**src/common/ifp_regs.svh**
```systemverilog
// Register offsets, bit positions and reset values of the interrupt flag and priority block
`ifndef IFP_REGS_SVH
`define IFP_REGS_SVH

// ****************************************
// Register indices and byte address width
// ****************************************
`define IFP_IDX_XFLAGS 8'h91
`define IFP_IDX_PRIO 8'hb8
`define IFP_IDX_XCTRL 8'hd8
`define IFP_IDX_XPRIO 8'hf8
`define IFP_IDX_ENABLE 8'ha8
`define IFP_IDX_XENABLE 8'he8
`define IFP_IDX_SERVICE 8'h01
`define IFP_IDX_PENDING 8'h02
`define IFP_IDX_PENDING_HI 8'h03
`define IFP_ADDR_W 10

// ****************************************
// Bit positions
// ****************************************
`define IFP_XCTRL_RATE2 7
`define IFP_XCTRL_FLASHDBG_IRQ_EN 5
`define IFP_XCTRL_FLASHDBG_IRQ_FLAG 4
`define IFP_XCTRL_CLKF 3
`define IFP_XFLAGS_T3 7
`define IFP_XFLAGS_CONV 6
`define IFP_XFLAGS_T2 5
`define IFP_XFLAGS_RF 4
`define IFP_IE_GLOBAL 7
`define IFP_SVC_ACK 0
`define IFP_SVC_RETI 1

// ****************************************
// Read masks: fixed ones and writable bits
// ****************************************
`define IFP_XCTRL_ONES 8'h40
`define IFP_XCTRL_WMASK 8'hb8
`define IFP_XFLAGS_ONES 8'h08
`define IFP_XFLAGS_WMASK 8'hf0
`define IFP_PRIO_ONES 8'h80
`define IFP_PRIO_WMASK 8'h7f
`define IFP_XREG_ONES 8'he0
`define IFP_XREG_WMASK 8'h1f
`define IFP_RST_BYTE 8'h00

`endif

```
**src/common/ifp_pkg.sv**
```systemverilog
// Types shared by the interrupt flag and priority block
package ifp_pkg;
	// Number of interrupt lines
	localparam int unsigned NUM_LINES = 12;

	// Hardware request strobes from the peripherals
	typedef struct packed {
		logic flash_write_done;
		logic trap_exec;
		logic clock_req;
		logic timer2_req;
		logic timer3_req;
		logic radio_req;
		logic converter_local_flag;
		logic converter_local_en;
		logic cipher_local_flag;
		logic cipher_local_en;
	} ifp_hw_req_t;

	// Lower-numbered line flags owned by the core peripherals
	typedef struct packed {
		logic serial1;
		logic serial0;
		logic timer1;
		logic ext_in1;
		logic timer0;
		logic ext_in0;
	} ifp_base_flags_t;

	// Interrupt level
	typedef enum logic [1:0] {
		IFP_LVL_LOW,
		IFP_LVL_HIGH,
		IFP_LVL_TOP
	} ifp_level_t;

	// Arbitration result towards the core
	typedef struct packed {
		logic valid;
		logic [3:0] line;
	} ifp_grant_t;
endpackage : ifp_pkg

```
**src/hdl/ifp_core.sv**
```systemverilog
// Interrupt flag, enable and priority logic with classic Wishbone register access
//
// Contract
// - Control bit 7 doubles serial port 1 rate
// - Flash/debug enable works without global enable
// - Flash write done or trap sets flash flag
// - Software writing one sets any control or extended flag
// - Clock request sets control bit 3 flag
// - Timer 3 request sets flag bit 7
// - Converter or cipher request sets flag bit 6
// - Local enable gates converter and cipher requests
// - Timer 2 request sets flag bit 5
// - Radio request sets flag bit 4
// - Level compared first, natural order breaks ties
// - Only flash/debug sits at top level
// - Other sources low or high by bit
// - Smallest natural number wins among equals
// - Preempt running routine only at higher level
// - Priority bits map serial, timer, external sources
// - Twelve lines in fixed natural order
// - Global enable masks all except flash/debug
// - Extended priority bits for five sources
//
// The Wishbone register port was left to the implementer.
`timescale 1ns/1ps
`include "ifp_regs.svh"

module ifp_core #(
	parameter int unsigned LINES = ifp_pkg::NUM_LINES
) (
	// Clock and reset
	input wire logic clk,
	input wire logic srst,
	// Wishbone slave
	input wire logic wb_cyc_i,
	input wire logic wb_stb_i,
	input wire logic wb_we_i,
	input wire logic [`IFP_ADDR_W-1:0] wb_adr_i,
	input wire logic [3:0] wb_sel_i,
	input wire logic [31:0] wb_dat_i,
	output logic [31:0] wb_dat_o,
	output logic wb_ack_o,
	// Peripheral requests
	input wire ifp_pkg::ifp_hw_req_t hw_req,
	input wire ifp_pkg::ifp_base_flags_t base_flags,
	// Core side
	output ifp_pkg::ifp_grant_t grant,
	output logic serial1_rate_double
);

	// ****************************************
	// Registers
	// ****************************************
	logic [7:0] extended_irq_control;
	logic [7:0] extended_irq_flags;
	logic [7:0] irq_priority_basic;
	logic [7:0] irq_priority_extended;
	logic [7:0] irq_enable;
	logic [7:0] irq_enable_extended;
	// Levels of routines in progress, one bit per level
	logic [2:0] active_levels;
	logic [LINES-1:0] line_flag;
	logic [LINES-1:0] line_en;
	logic [LINES-1:0] line_hi;
	logic [LINES-1:0] pending;
	logic [7:0] next_rdata;
	logic wr_hit;
	logic svc_ack;
	logic svc_reti;
	logic [3:0] win_line;
	logic win_valid;
	ifp_pkg::ifp_level_t win_lvl;
	ifp_pkg::ifp_level_t run_lvl;
	logic conv_req;

	// Word index decode from byte address
	function automatic logic is_reg(input logic [`IFP_ADDR_W-1:0] adr, input logic [7:0] idx);
		is_reg = (adr[`IFP_ADDR_W-1:2] == idx) && (adr[1:0] == 2'h0);
	endfunction : is_reg

	// Level of a line from its priority bit
	function automatic ifp_pkg::ifp_level_t lvl_of(input logic [3:0] ln, input logic hi);
		if (ln == 4'h0) begin
			lvl_of = ifp_pkg::IFP_LVL_TOP;
		end else if (hi) begin
			lvl_of = ifp_pkg::IFP_LVL_HIGH;
		end else begin
			lvl_of = ifp_pkg::IFP_LVL_LOW;
		end
	endfunction : lvl_of

	// Byte-lane write strobe: only lane 0 carries the register
	assign wr_hit = wb_cyc_i && wb_stb_i && wb_we_i && !wb_ack_o && wb_sel_i[0];
	assign svc_ack = wr_hit && is_reg(wb_adr_i, `IFP_IDX_SERVICE) && wb_dat_i[`IFP_SVC_ACK];
	assign svc_reti = wr_hit && is_reg(wb_adr_i, `IFP_IDX_SERVICE) && wb_dat_i[`IFP_SVC_RETI];

	// Converter and cipher share one flag, each behind its local enable
	assign conv_req = (hw_req.converter_local_flag && hw_req.converter_local_en)
		|| (hw_req.cipher_local_flag && hw_req.cipher_local_en);

	// ****************************************
	// Control register
	// ****************************************
	// Hardware sets win over software clears
	always_ff @(posedge clk) begin
		if (srst) begin
			extended_irq_control <= `IFP_RST_BYTE;
		end else begin
			if (wr_hit && is_reg(wb_adr_i, `IFP_IDX_XCTRL)) begin
				extended_irq_control <= wb_dat_i[7:0] & `IFP_XCTRL_WMASK;
			end
			if (hw_req.flash_write_done || hw_req.trap_exec) begin
				extended_irq_control[`IFP_XCTRL_FLASHDBG_IRQ_FLAG] <= 1'b1;
			end
			if (hw_req.clock_req) begin
				extended_irq_control[`IFP_XCTRL_CLKF] <= 1'b1;
			end
		end
	end

	// ****************************************
	// Extended flag register
	// ****************************************
	always_ff @(posedge clk) begin
		if (srst) begin
			extended_irq_flags <= `IFP_RST_BYTE;
		end else begin
			if (wr_hit && is_reg(wb_adr_i, `IFP_IDX_XFLAGS)) begin
				extended_irq_flags <= wb_dat_i[7:0] & `IFP_XFLAGS_WMASK;
			end
			if (hw_req.timer3_req) begin
				extended_irq_flags[`IFP_XFLAGS_T3] <= 1'b1;
			end
			if (conv_req) begin
				extended_irq_flags[`IFP_XFLAGS_CONV] <= 1'b1;
			end
			if (hw_req.timer2_req) begin
				extended_irq_flags[`IFP_XFLAGS_T2] <= 1'b1;
			end
			if (hw_req.radio_req) begin
				extended_irq_flags[`IFP_XFLAGS_RF] <= 1'b1;
			end
		end
	end

	// ****************************************
	// Priority and enable registers
	// ****************************************
	always_ff @(posedge clk) begin
		if (srst) begin
			irq_priority_basic <= `IFP_RST_BYTE;
			irq_priority_extended <= `IFP_RST_BYTE;
			irq_enable <= `IFP_RST_BYTE;
			irq_enable_extended <= `IFP_RST_BYTE;
		end else begin
			if (wr_hit && is_reg(wb_adr_i, `IFP_IDX_PRIO)) begin
				irq_priority_basic <= wb_dat_i[7:0] & `IFP_PRIO_WMASK;
			end
			if (wr_hit && is_reg(wb_adr_i, `IFP_IDX_XPRIO)) begin
				irq_priority_extended <= wb_dat_i[7:0] & `IFP_XREG_WMASK;
			end
			if (wr_hit && is_reg(wb_adr_i, `IFP_IDX_ENABLE)) begin
				irq_enable <= wb_dat_i[7:0];
			end
			if (wr_hit && is_reg(wb_adr_i, `IFP_IDX_XENABLE)) begin
				irq_enable_extended <= wb_dat_i[7:0] & `IFP_XREG_WMASK;
			end
		end
	end

	// ****************************************
	// Line mapping in natural order
	// ****************************************
	// Line 0 flash/debug up to line 11 real-time clock
	always_comb begin
		line_flag = {extended_irq_control[`IFP_XCTRL_CLKF], extended_irq_flags[7:4],
			base_flags.serial1, base_flags.serial0, base_flags.timer1, base_flags.ext_in1,
			base_flags.timer0, base_flags.ext_in0, extended_irq_control[`IFP_XCTRL_FLASHDBG_IRQ_FLAG]};
		line_en = {irq_enable_extended[4], irq_enable_extended[3], irq_enable_extended[2],
			irq_enable_extended[1], irq_enable_extended[0], irq_enable[6], irq_enable[4],
			irq_enable[3:0], extended_irq_control[`IFP_XCTRL_FLASHDBG_IRQ_EN]};
		line_hi = {irq_priority_extended[4], irq_priority_extended[3], irq_priority_extended[2],
			irq_priority_extended[1], irq_priority_extended[0], irq_priority_basic[6],
			irq_priority_basic[4], irq_priority_basic[3:0], 1'b0};
	end

	// Pending gating per line
	genvar gi;
	generate
		for (gi = 0; gi < LINES; gi++) begin : g_pend
			if (gi == 0) begin : g_fd
				assign pending[gi] = line_flag[gi] && line_en[gi];
			end else begin : g_oth
				assign pending[gi] = line_flag[gi] && line_en[gi]
					&& irq_enable[`IFP_IE_GLOBAL];
			end
		end
	endgenerate

	// ****************************************
	// Arbitration
	// ****************************************
	// Highest level first, lowest line number within a level
	always_comb begin
		win_valid = 1'b0;
		win_line = 4'h0;
		win_lvl = ifp_pkg::IFP_LVL_LOW;
		for (int i = LINES - 1; i >= 0; i--) begin
			if (pending[i] && (!win_valid
				|| lvl_of(4'(i), line_hi[i]) >= win_lvl)) begin
				win_valid = 1'b1;
				win_line = 4'(i);
				win_lvl = lvl_of(4'(i), line_hi[i]);
			end
		end
	end

	// Current running level, if any
	always_comb begin
		if (active_levels[2]) begin
			run_lvl = ifp_pkg::IFP_LVL_TOP;
		end else if (active_levels[1]) begin
			run_lvl = ifp_pkg::IFP_LVL_HIGH;
		end else begin
			run_lvl = ifp_pkg::IFP_LVL_LOW;
		end
	end

	// Request to core, preempting only at strictly higher level
	always_ff @(posedge clk) begin
		if (srst) begin
			grant <= '0;
		end else begin
			grant.valid <= win_valid && (active_levels == 3'h0 || win_lvl > run_lvl);
			grant.line <= win_line;
		end
	end

	// Service tracking: core acknowledges entry and return
	always_ff @(posedge clk) begin
		if (srst) begin
			active_levels <= 3'h0;
		end else if (svc_ack && grant.valid) begin
			active_levels[lvl_of(grant.line, line_hi[grant.line])] <= 1'b1;
		end else if (svc_reti) begin
			if (active_levels[2]) begin
				active_levels[2] <= 1'b0;
			end else if (active_levels[1]) begin
				active_levels[1] <= 1'b0;
			end else begin
				active_levels[0] <= 1'b0;
			end
		end
	end

	// Rate doubler output
	always_ff @(posedge clk) begin
		if (srst) begin
			serial1_rate_double <= 1'b0;
		end else begin
			serial1_rate_double <= extended_irq_control[`IFP_XCTRL_RATE2];
		end
	end

	// ****************************************
	// Read path and acknowledge
	// ****************************************
	always_comb begin
		next_rdata = 8'h00;
		if (is_reg(wb_adr_i, `IFP_IDX_XCTRL)) begin
			next_rdata = extended_irq_control | `IFP_XCTRL_ONES;
		end else if (is_reg(wb_adr_i, `IFP_IDX_XFLAGS)) begin
			next_rdata = extended_irq_flags | `IFP_XFLAGS_ONES;
		end else if (is_reg(wb_adr_i, `IFP_IDX_PRIO)) begin
			next_rdata = irq_priority_basic | `IFP_PRIO_ONES;
		end else if (is_reg(wb_adr_i, `IFP_IDX_XPRIO)) begin
			next_rdata = irq_priority_extended | `IFP_XREG_ONES;
		end else if (is_reg(wb_adr_i, `IFP_IDX_ENABLE)) begin
			next_rdata = irq_enable;
		end else if (is_reg(wb_adr_i, `IFP_IDX_XENABLE)) begin
			next_rdata = irq_enable_extended | `IFP_XREG_ONES;
		end else if (is_reg(wb_adr_i, `IFP_IDX_SERVICE)) begin
			next_rdata = {5'h00, active_levels};
		end else if (is_reg(wb_adr_i, `IFP_IDX_PENDING)) begin
			next_rdata = pending[7:0];
		end else if (is_reg(wb_adr_i, `IFP_IDX_PENDING_HI)) begin
			next_rdata = {4'h0, pending[11:8]};
		end
	end

	// One-cycle ack, unmapped reads return zero
	always_ff @(posedge clk) begin
		if (srst) begin
			wb_ack_o <= 1'b0;
			wb_dat_o <= 32'h0;
		end else begin
			wb_ack_o <= wb_cyc_i && wb_stb_i && !wb_ack_o;
			wb_dat_o <= {24'h0, next_rdata};
		end
	end

endmodule : ifp_core

```
**config.mk**
```make
export PLATFORM = sky130hd
export DESIGN_NAME = ifp_core
export DESIGN_NICKNAME = d
export VERILOG_FILES = /design/src/common/ifp_pkg.sv /design/src/hdl/ifp_core.sv
export VERILOG_INCLUDE_DIRS = /design/src /design/src/common
export SDC_FILE = /design/constraint.sdc
export NUM_CORES = 1
export LEC_CHECK = 0
export BUFFER_PORTS_ARGS = -buffer_cell sky130_fd_sc_hd__buf_4
export CAP_MARGIN = 10
export CORE_ASPECT_RATIO = 1.1
export CORE_MARGIN = 2
export CORE_UTILIZATION = 45
export DETAILED_ROUTE_END_ITERATION = 12
export PLACE_DENSITY_LB_ADDON = 0.1
export SLEW_MARGIN = 10
export SYNTH_ARGS = -nofsm -noshare
export SYNTH_HDL_FRONTEND = slang
export SYNTH_SLANG_ARGS = --single-unit
```
**constraint.sdc**
```tcl
create_clock -name clk -period 2.1 [get_ports clk]
set_input_delay 0.21 -clock clk [delete_from_list [all_inputs] [get_ports clk]]
set_output_delay 0.21 -clock clk [all_outputs]
set_load 0.01 [all_outputs]
```
# --- After elaboration in Yosys (flattened, before gate mapping) ---
# Cells that the tools add are included.
word_totals:
  regBits: 75
  in_bits: 67
  out_inout_bits: 39
  word_cells: 231
classes:
  magnitude_cmp: 15
  eq_ne: 11
  mux: 77
  n_bitwise: 1
  n_reduce_logical: 104
ops:
  columns: ["op", "count"]
  rows:
  - ["$mux 8", 9]
  - ["$logic_and 1x1->1", 62]
  - ["$eq 8x8->1 const B", 6]
  - ["$mux 1", 36]
  - ["$mux 2", 18]
  - ["$ge 2x2->1", 10]
  - ["$mux 4", 5]
  - ["$mux 3", 6]
  - ["$eq 8x2->1 const B", 2]
  - ["$logic_or 1x1->1", 14]
  - ["$reduce_bool 2->1", 7]
  - ["$logic_not 1->1", 12]
  - ["$reduce_or 9->1", 1]
  - ["$eq 8x1->1 const B", 1]
  - ["$lt 4x5->1 const B", 1]
  - ["$mux 5", 1]
  - ["$reduce_or 5->1", 1]
  - ["$bmux 1 s4", 1]
  - ["$logic_not 4->1", 1]
  - ["$ne 2x1->1 const B", 2]
  - ["$logic_not 3->1", 1]
  - ["$lt 2x3->1 const B", 1]
  - ["$or 3x3->3", 1]
  - ["$reduce_and 3->1", 1]
  - ["other kinds (8)", 8]

# --- Depth between registers and ports, before layout ---
depth:
  depth_word: 50
  mapped_depth: 13
  depth_no_buf: 11

# --- Worst setup path before layout ---
# No wires, ideal clock.
synth_timing:
  kind: "input to register"
  from: "input wb_adr_i[7]"
  to: "register active_levels[0]"
  setup_time_ns: 0.071
  arrival_ns: 2.007
  t_required_ns: 2.029
  slack_ns: 0.022
  path_stages: 6
  n_path_buf: 1
  path_cell_list: "or3_1 buf_2 or4_4 nor4_4 or3b_1 a21oi_1"
synth_via:
  elab_chain_len: 7
  word_cells_on_any_way: 11
  classes_between: "eq/ne (3); mux (1); reduce/logical (7)"
synth_rtl:
  columns: ["item", "line_no", "source"]
  rows:
  - ["start, declared", "ifp_core.sv:38", "input wire logic [`IFP_ADDR_W-1:0] wb_adr_i,"]
  - ["$eq 8x1->1 *", "ifp_core.sv:78", "is_reg = (adr[`IFP_ADDR_W-1:2] == idx) && (adr[1:0] == 2'h0);"]
  - ["$logic_and 1x1->1 *", "ifp_core.sv:78", null]
  - ["$logic_and 1x1->1 *", "ifp_core.sv:94, ifp_core.sv:95", null]
  - ["$logic_and 1x1->1", "ifp_core.sv:94", "assign svc_ack = wr_hit && is_reg(wb_adr_i, `IFP_IDX_SERVICE) && wb_dat_i[`IFP_SVC_ACK];"]
  - ["$logic_and 1x1->1", "ifp_core.sv:243", "end else if (svc_ack && grant.valid) begin"]
  - ["$ne 2x1->1 (no line) / $reduce_bool 2->1 (equally long branches)", null, null]
  - ["$reduce_and 3->1 (no line)", null, null]
  - ["end signal, assigned", "ifp_core.sv:242", "active_levels <= 3'h0;"]
  - ["end signal, assigned by index", "ifp_core.sv:244", "active_levels[lvl_of(grant.line, line_hi[grant.line])] <= 1'b1;"]
  - ["end signal, assigned", "ifp_core.sv:251", "active_levels[0] <= 1'b0;"]
  - ["end, declared", "ifp_core.sv:61", "logic [2:0] active_levels;"]
# Every way passes the cells marked *; elsewhere a longest branch is shown, timed or not.
# A chain may end at the register's enable or synchronous reset.

# --- Worst setup path after layout ---
layout_timing:
  from: "register irq_enable[7]"
  to: "register grant[0] (netlist bit)"
layout_via:
  elab_chain_len: 46
  word_cells_on_any_way: 89
  classes_between: "order compare (11); mux (33); reduce/logical (45)"
layout_rtl:
  columns: ["item", "line_no", "source"]
  rows:
  - ["start, declared", "ifp_core.sv:58", "logic [7:0] irq_enable;"]
  - ["start signal, assigned", "ifp_core.sv:153", "irq_enable <= `IFP_RST_BYTE;"]
  - ["start signal, assigned", "ifp_core.sv:163", "irq_enable <= wb_dat_i[7:0];"]
  - ["$logic_and 1x1->1", "ifp_core.sv:194", "assign pending[gi] = line_flag[gi] && line_en[gi]"]
  - ["$mux 1", "ifp_core.sv:209", "if (pending[i] && (!win_valid"]
  - ["$ge 2x2->1 / $logic_not 1->1 (equally long branches)", "ifp_core.sv:210, ifp_core.sv:209", null]
  - ["$logic_or 1x1->1", "ifp_core.sv:210", "|| lvl_of(4'(i), line_hi[i]) >= win_lvl)) begin"]
  - ["$logic_and 1x1->1", "ifp_core.sv:209", null]
  - ["$mux 2 / $mux 1 (equally long branches)", "ifp_core.sv:209", null]
  - ["$ge 2x2->1 / $logic_not 1->1 (equally long branches)", "ifp_core.sv:210, ifp_core.sv:209", null]
  - ["$logic_or 1x1->1", "ifp_core.sv:210", null]
  - ["[... 30 more ...]", null, null]
  - ["$ge 2x2->1 / $logic_not 1->1 (equally long branches)", "ifp_core.sv:210, ifp_core.sv:209", null]
  - ["$logic_or 1x1->1", "ifp_core.sv:210", null]
  - ["$logic_and 1x1->1", "ifp_core.sv:209", null]
  - ["$mux 2 / $mux 1 (equally long branches)", "ifp_core.sv:209", null]
  - ["$ge 2x2->1 / $logic_not 1->1 (equally long branches)", "ifp_core.sv:210, ifp_core.sv:209", null]
  - ["$logic_or 1x1->1", "ifp_core.sv:210", null]
  - ["$logic_and 1x1->1", "ifp_core.sv:209", null]
  - ["$reduce_or 2->1 (no line)", null, null]
  - ["end, declared", "ifp_core.sv:47", "output ifp_pkg::ifp_grant_t grant,"]
# Parallel ways exist; a longest one is shown, timed or not.

==> impl_metrics.py <==
metrics = {
    "cells_and_area": {
        "drive_gt1_share_pct": 27.3,
        "nNetsFinal": 504,
        "antenna_cells": 0,
        "synthToLayoutAreaGrowth_pct": 25.6,
    },
    "timing": {
        "finalSetupViolCount": 0,
        "tightest_slew_ns": 0.527,
        "timing.fmax_mhz": 527,
        "skew_ns": 0.00649,
        "final_max_slew_viol_count": 0,
        "finalCriticalPeriod_ns": 1.90,
        "setup_slack_ns": 0.201,
        "relSlewSlack_pct": 64.6,
        "rsz0062_at_grt": "no",
        "hold_viol": 0,
        "whs_ns": 0.133,
        "fin_crit_sh_pct": 90.4,
        "tns_ns": 0,
    },
    "routing": {
        "drt-initial-drc-count": 212,
        "drtAntennaViolNets": 0,
        "drc_errors": 0,
        "drt_first_pass_iters": 4,
        "via_per_inst": 5.51,
        "vias": 2854,
        "wl_per_cell_um": 16.5,
        "drt_wl_total_mm": 8.53,
    },
    "global_routing": {
        "grt_pass1_vias": 2573,
        "grt-ovfl-total": 0,
        "track_usage_pct": 24.1,
        "grt_pass1_wl_mm": 13.2,
        "antenna_found_initial": 0,
        "grt_max_degree": 47,
    },
    "setup_path": {
        "rr_startpoint": "irq_enable[7]",
        "cp.required_ns": 2.30,
        "end_kind": "flop",
        "worst_setup_path_start_kind": "flop",
        "cp.arrival_ns": 2.10,
        "r2r_slack_ns": 0.20,
        "worstPathMaxFanout": 13,
        "regToRegEndpoint": "grant[0]",
        "reg2regPathDepth": 7,
        "crit_type": "flop to flop",
    },
    "clocking": {
        "post-cts-setup-buffers": 0,
        "clkSinkCount": 51,
        "clk_pin_slew_worst_paths_ns": 0.10,
        "cts_tree": "built",
        "insertion_delay_ns": 0.31,
        "ctsHtreeMaxLevel": 2,
        "root_buffer": "clkbuf_8",
        "numCtsBuffers": 5,
        "ctsHoldBuffers": 0,
        "cts_buffer_depth": 2,
    },
    "run": {
        "drv_cap": 0,
    },
    "worst_hold_path": {
        "min_path_cells": 3,
        "holdPathEnd": "extended_irq_control[3]",
        "hold_start": "hw_req[7]",
        "hold_path.class": "input pin to flop",
    },
    "yosys": {
        "syn_area_per_cell_um2": 8.48,
        "async_flop_share_pct": 0,
        "synth_cells": 354,
        "ys_seq_area_share_pct": 34.0,
        "syn-cell-area_mm2": 0.00300,
        "yosysTopAreaCell": "dfxtp_1",
        "yosysWarnings": 0,
        "ys_ff_latch": 51,
        "synthFlopType": "dfxtp_1",
        "netlist.area_leader.share_pct": 34.0,
        "synth_area_leaders": "dfxtp_1, mux2i_1, buf_4, nor2_1, a21oi_1",
        "ys_types": 54,
        "synth_edf_count": 0,
    },
    "pwr": {
        "power.density_mw_per_mm2": 524,
        "vdd_drop_max_uv": 286,
        "p_leak_nw": 1.60,
    },
    "floorplan": {
        "core_mm2": 0.00652,
        "initial_core_util_pct": 46.1,
        "placementRows": 31,
        "die_area_mm2": 0.00734,
        "die_w_um": 81.9,
        "die_y_um": 89.7,
        "ios": 106,
    },
    "placed_design": {
        "place_congestion": 0.884,
        "port_buffers": 54,
        "dpl.hpwl_mm": 6.66,
        "place_ws_ns": -0.0389,
    },
    "outcome": {
        "status": "completed",
    },
}
kinds of logic (layout without fill, tap and decap cells):
group,Yosys count,in the layout,share of synthesized area (%)
AO/OA/AOI/OAI,66,66,14.3
AND/OR/NAND/NOR,141,141,24.8
multiplexers,44,44,16.5
other,1,24,0.125
flip-flops,51,51,34.0
buffers and inverters,49,108,9.50
adder cells (fa/ha/maj),2,2,0.834
through the flow:
step / std cells / utilization [%] / area (um2) / total power (W)
after global routing: 518 / 57.8 / 3770 / 0.00204
after detailed placement: 510 / 55.6 / 3620 / 0.00118
after floorplan: 377 / - / 3090 / 0.00112
final: 518 / 57.8 / 3770 / 0.00197
after global placement: 510 / 55.6 / 3620 / 0.00118
after CTS: 518 / 57.7 / 3760 / 0.00199
sequential cells by signal, summed over array words and instances (netlist names):
| register | flops |
|---|---|
| extended_irq_control | 4 |
| irq_priority_extended | 5 |
| irq_enable_extended | 5 |
| extended_irq_flags | 4 |
| wb_ack_o | 1 |
| serial1_rate_double | 1 |
| grant | 5 |
| irq_priority_basic | 7 |
| wb_dat_o | 8 |
| irq_enable | 8 |
| active_levels | 3 |
cell usage in the layout (no fill, tap or decap), drive strengths merged, types with 2 or more instances in the layout:
cell	n
buf	91
dfxtp	51
nor2	45
mux2i	37
nand2	26
a21oi	24
conb	24
and3	13
o21ai	13
nand3	11
inv	9
nor3	7
nand4	6
a22oi	6
nor4	6
nor2b	5
clkbuf	5
mux4	4
and2	3
or3	3
mux2	3
a222oi	3
o21bai	3
and4	2
and3b	2
o21a	2
nor3b	2
a31oi	2
or2	2
o31ai	2
a221oi	2
ha	2
bufinv	2
or3b	2
or4	2
worst max-delay path: stages (launching register included):
cell and delay (ns):
dfxtp_4 0.40, buf_4 0.17, and3_1 0.21, nor3b_1 0.22, a211oi_1 0.09, o221a_2 0.24
o21a_1 0.17, o41a_1 0.30
power by group:
group | internal, W | switching [W] | leakage [nW]
combinational | 0.0000771 | 0.0000920 | 1.12
clock | 0.000475 | 0.000344 | 0.0644
sequential | 0.000975 | 0.0000103 | 0.414
total | 0.00153 | 0.000447 | 1.60
synthesized netlist by cell type (all sizes together), types with 2 or more instances:
cell and instances:
buf 28, o31ai 2, o21bai 3, a21oi 24, and2 3, ha 2
or3b 2, mux4 4, nor3 7, and3b 2, a222oi 3, nor2b 5
nand2 26, or3 3, o21a 2, nand3 11, mux2 3, o21ai 13
a221oi 2, and4 2, dfxtp 51, mux2i 37, nor3b 2, a22oi 6
nor4 6, nor2 45, or4 2, nand4 6, a31oi 2, and3 13
inv 9, or2 2, clkbuf 12
cell type report:
type	count	area, um2
fillers	624	2750
multi-input cells	277	1790
flip-flops and latches	51	1020
repair buffers	91	683
well taps	82	103
clock buffers	5	68.8
clock inverters	3	67.6
inverters	9	33.8
layer usage:
| layer | up-vias | global-route usage (%) | part of all wire (%) |
|---|---|---|---|
| met1 | 1332 | 32.1 | 44 |
| li1 | 1398 | - | - |
| met2 | 111 | 39.8 | 48 |
| met3 | 13 | 3.90 | 5.9 |
| met4 | 0 | 8.33 | 1.9 |
| met5 | - | 0 | 0 |
timing repair:
| action | in CTS | in global routing |
|---|---|---|
| gates resized for setup | 1 | 3 |
| endpoints found under the setup margin | 2 | 1 |
| pin swaps | 0 | 1 |
| hold endpoints to repair | 0 | 0 |
worst max-delay path by stage:
| stage | endpoint | slack (ns) | cells after the start | start |
|---|---|---|---|---|
| floorplan | active_levels[0] | 0.02 | 6 | wb_adr_i[7] |
| global placement | active_levels[0] | -0.03 | 6 | wb_adr_i[7] |
| detailed placement | active_levels[0] | -0.04 | 6 | wb_adr_i[7] |
| CTS | grant[4] | 0.10 | 11 | irq_enable[7] |
| global route | grant[4] | 0.02 | 11 | irq_enable[7] |
| finish | grant[0] | 0.20 | 7 | irq_enable[7] |
Power figures use the tool's default switching activity.
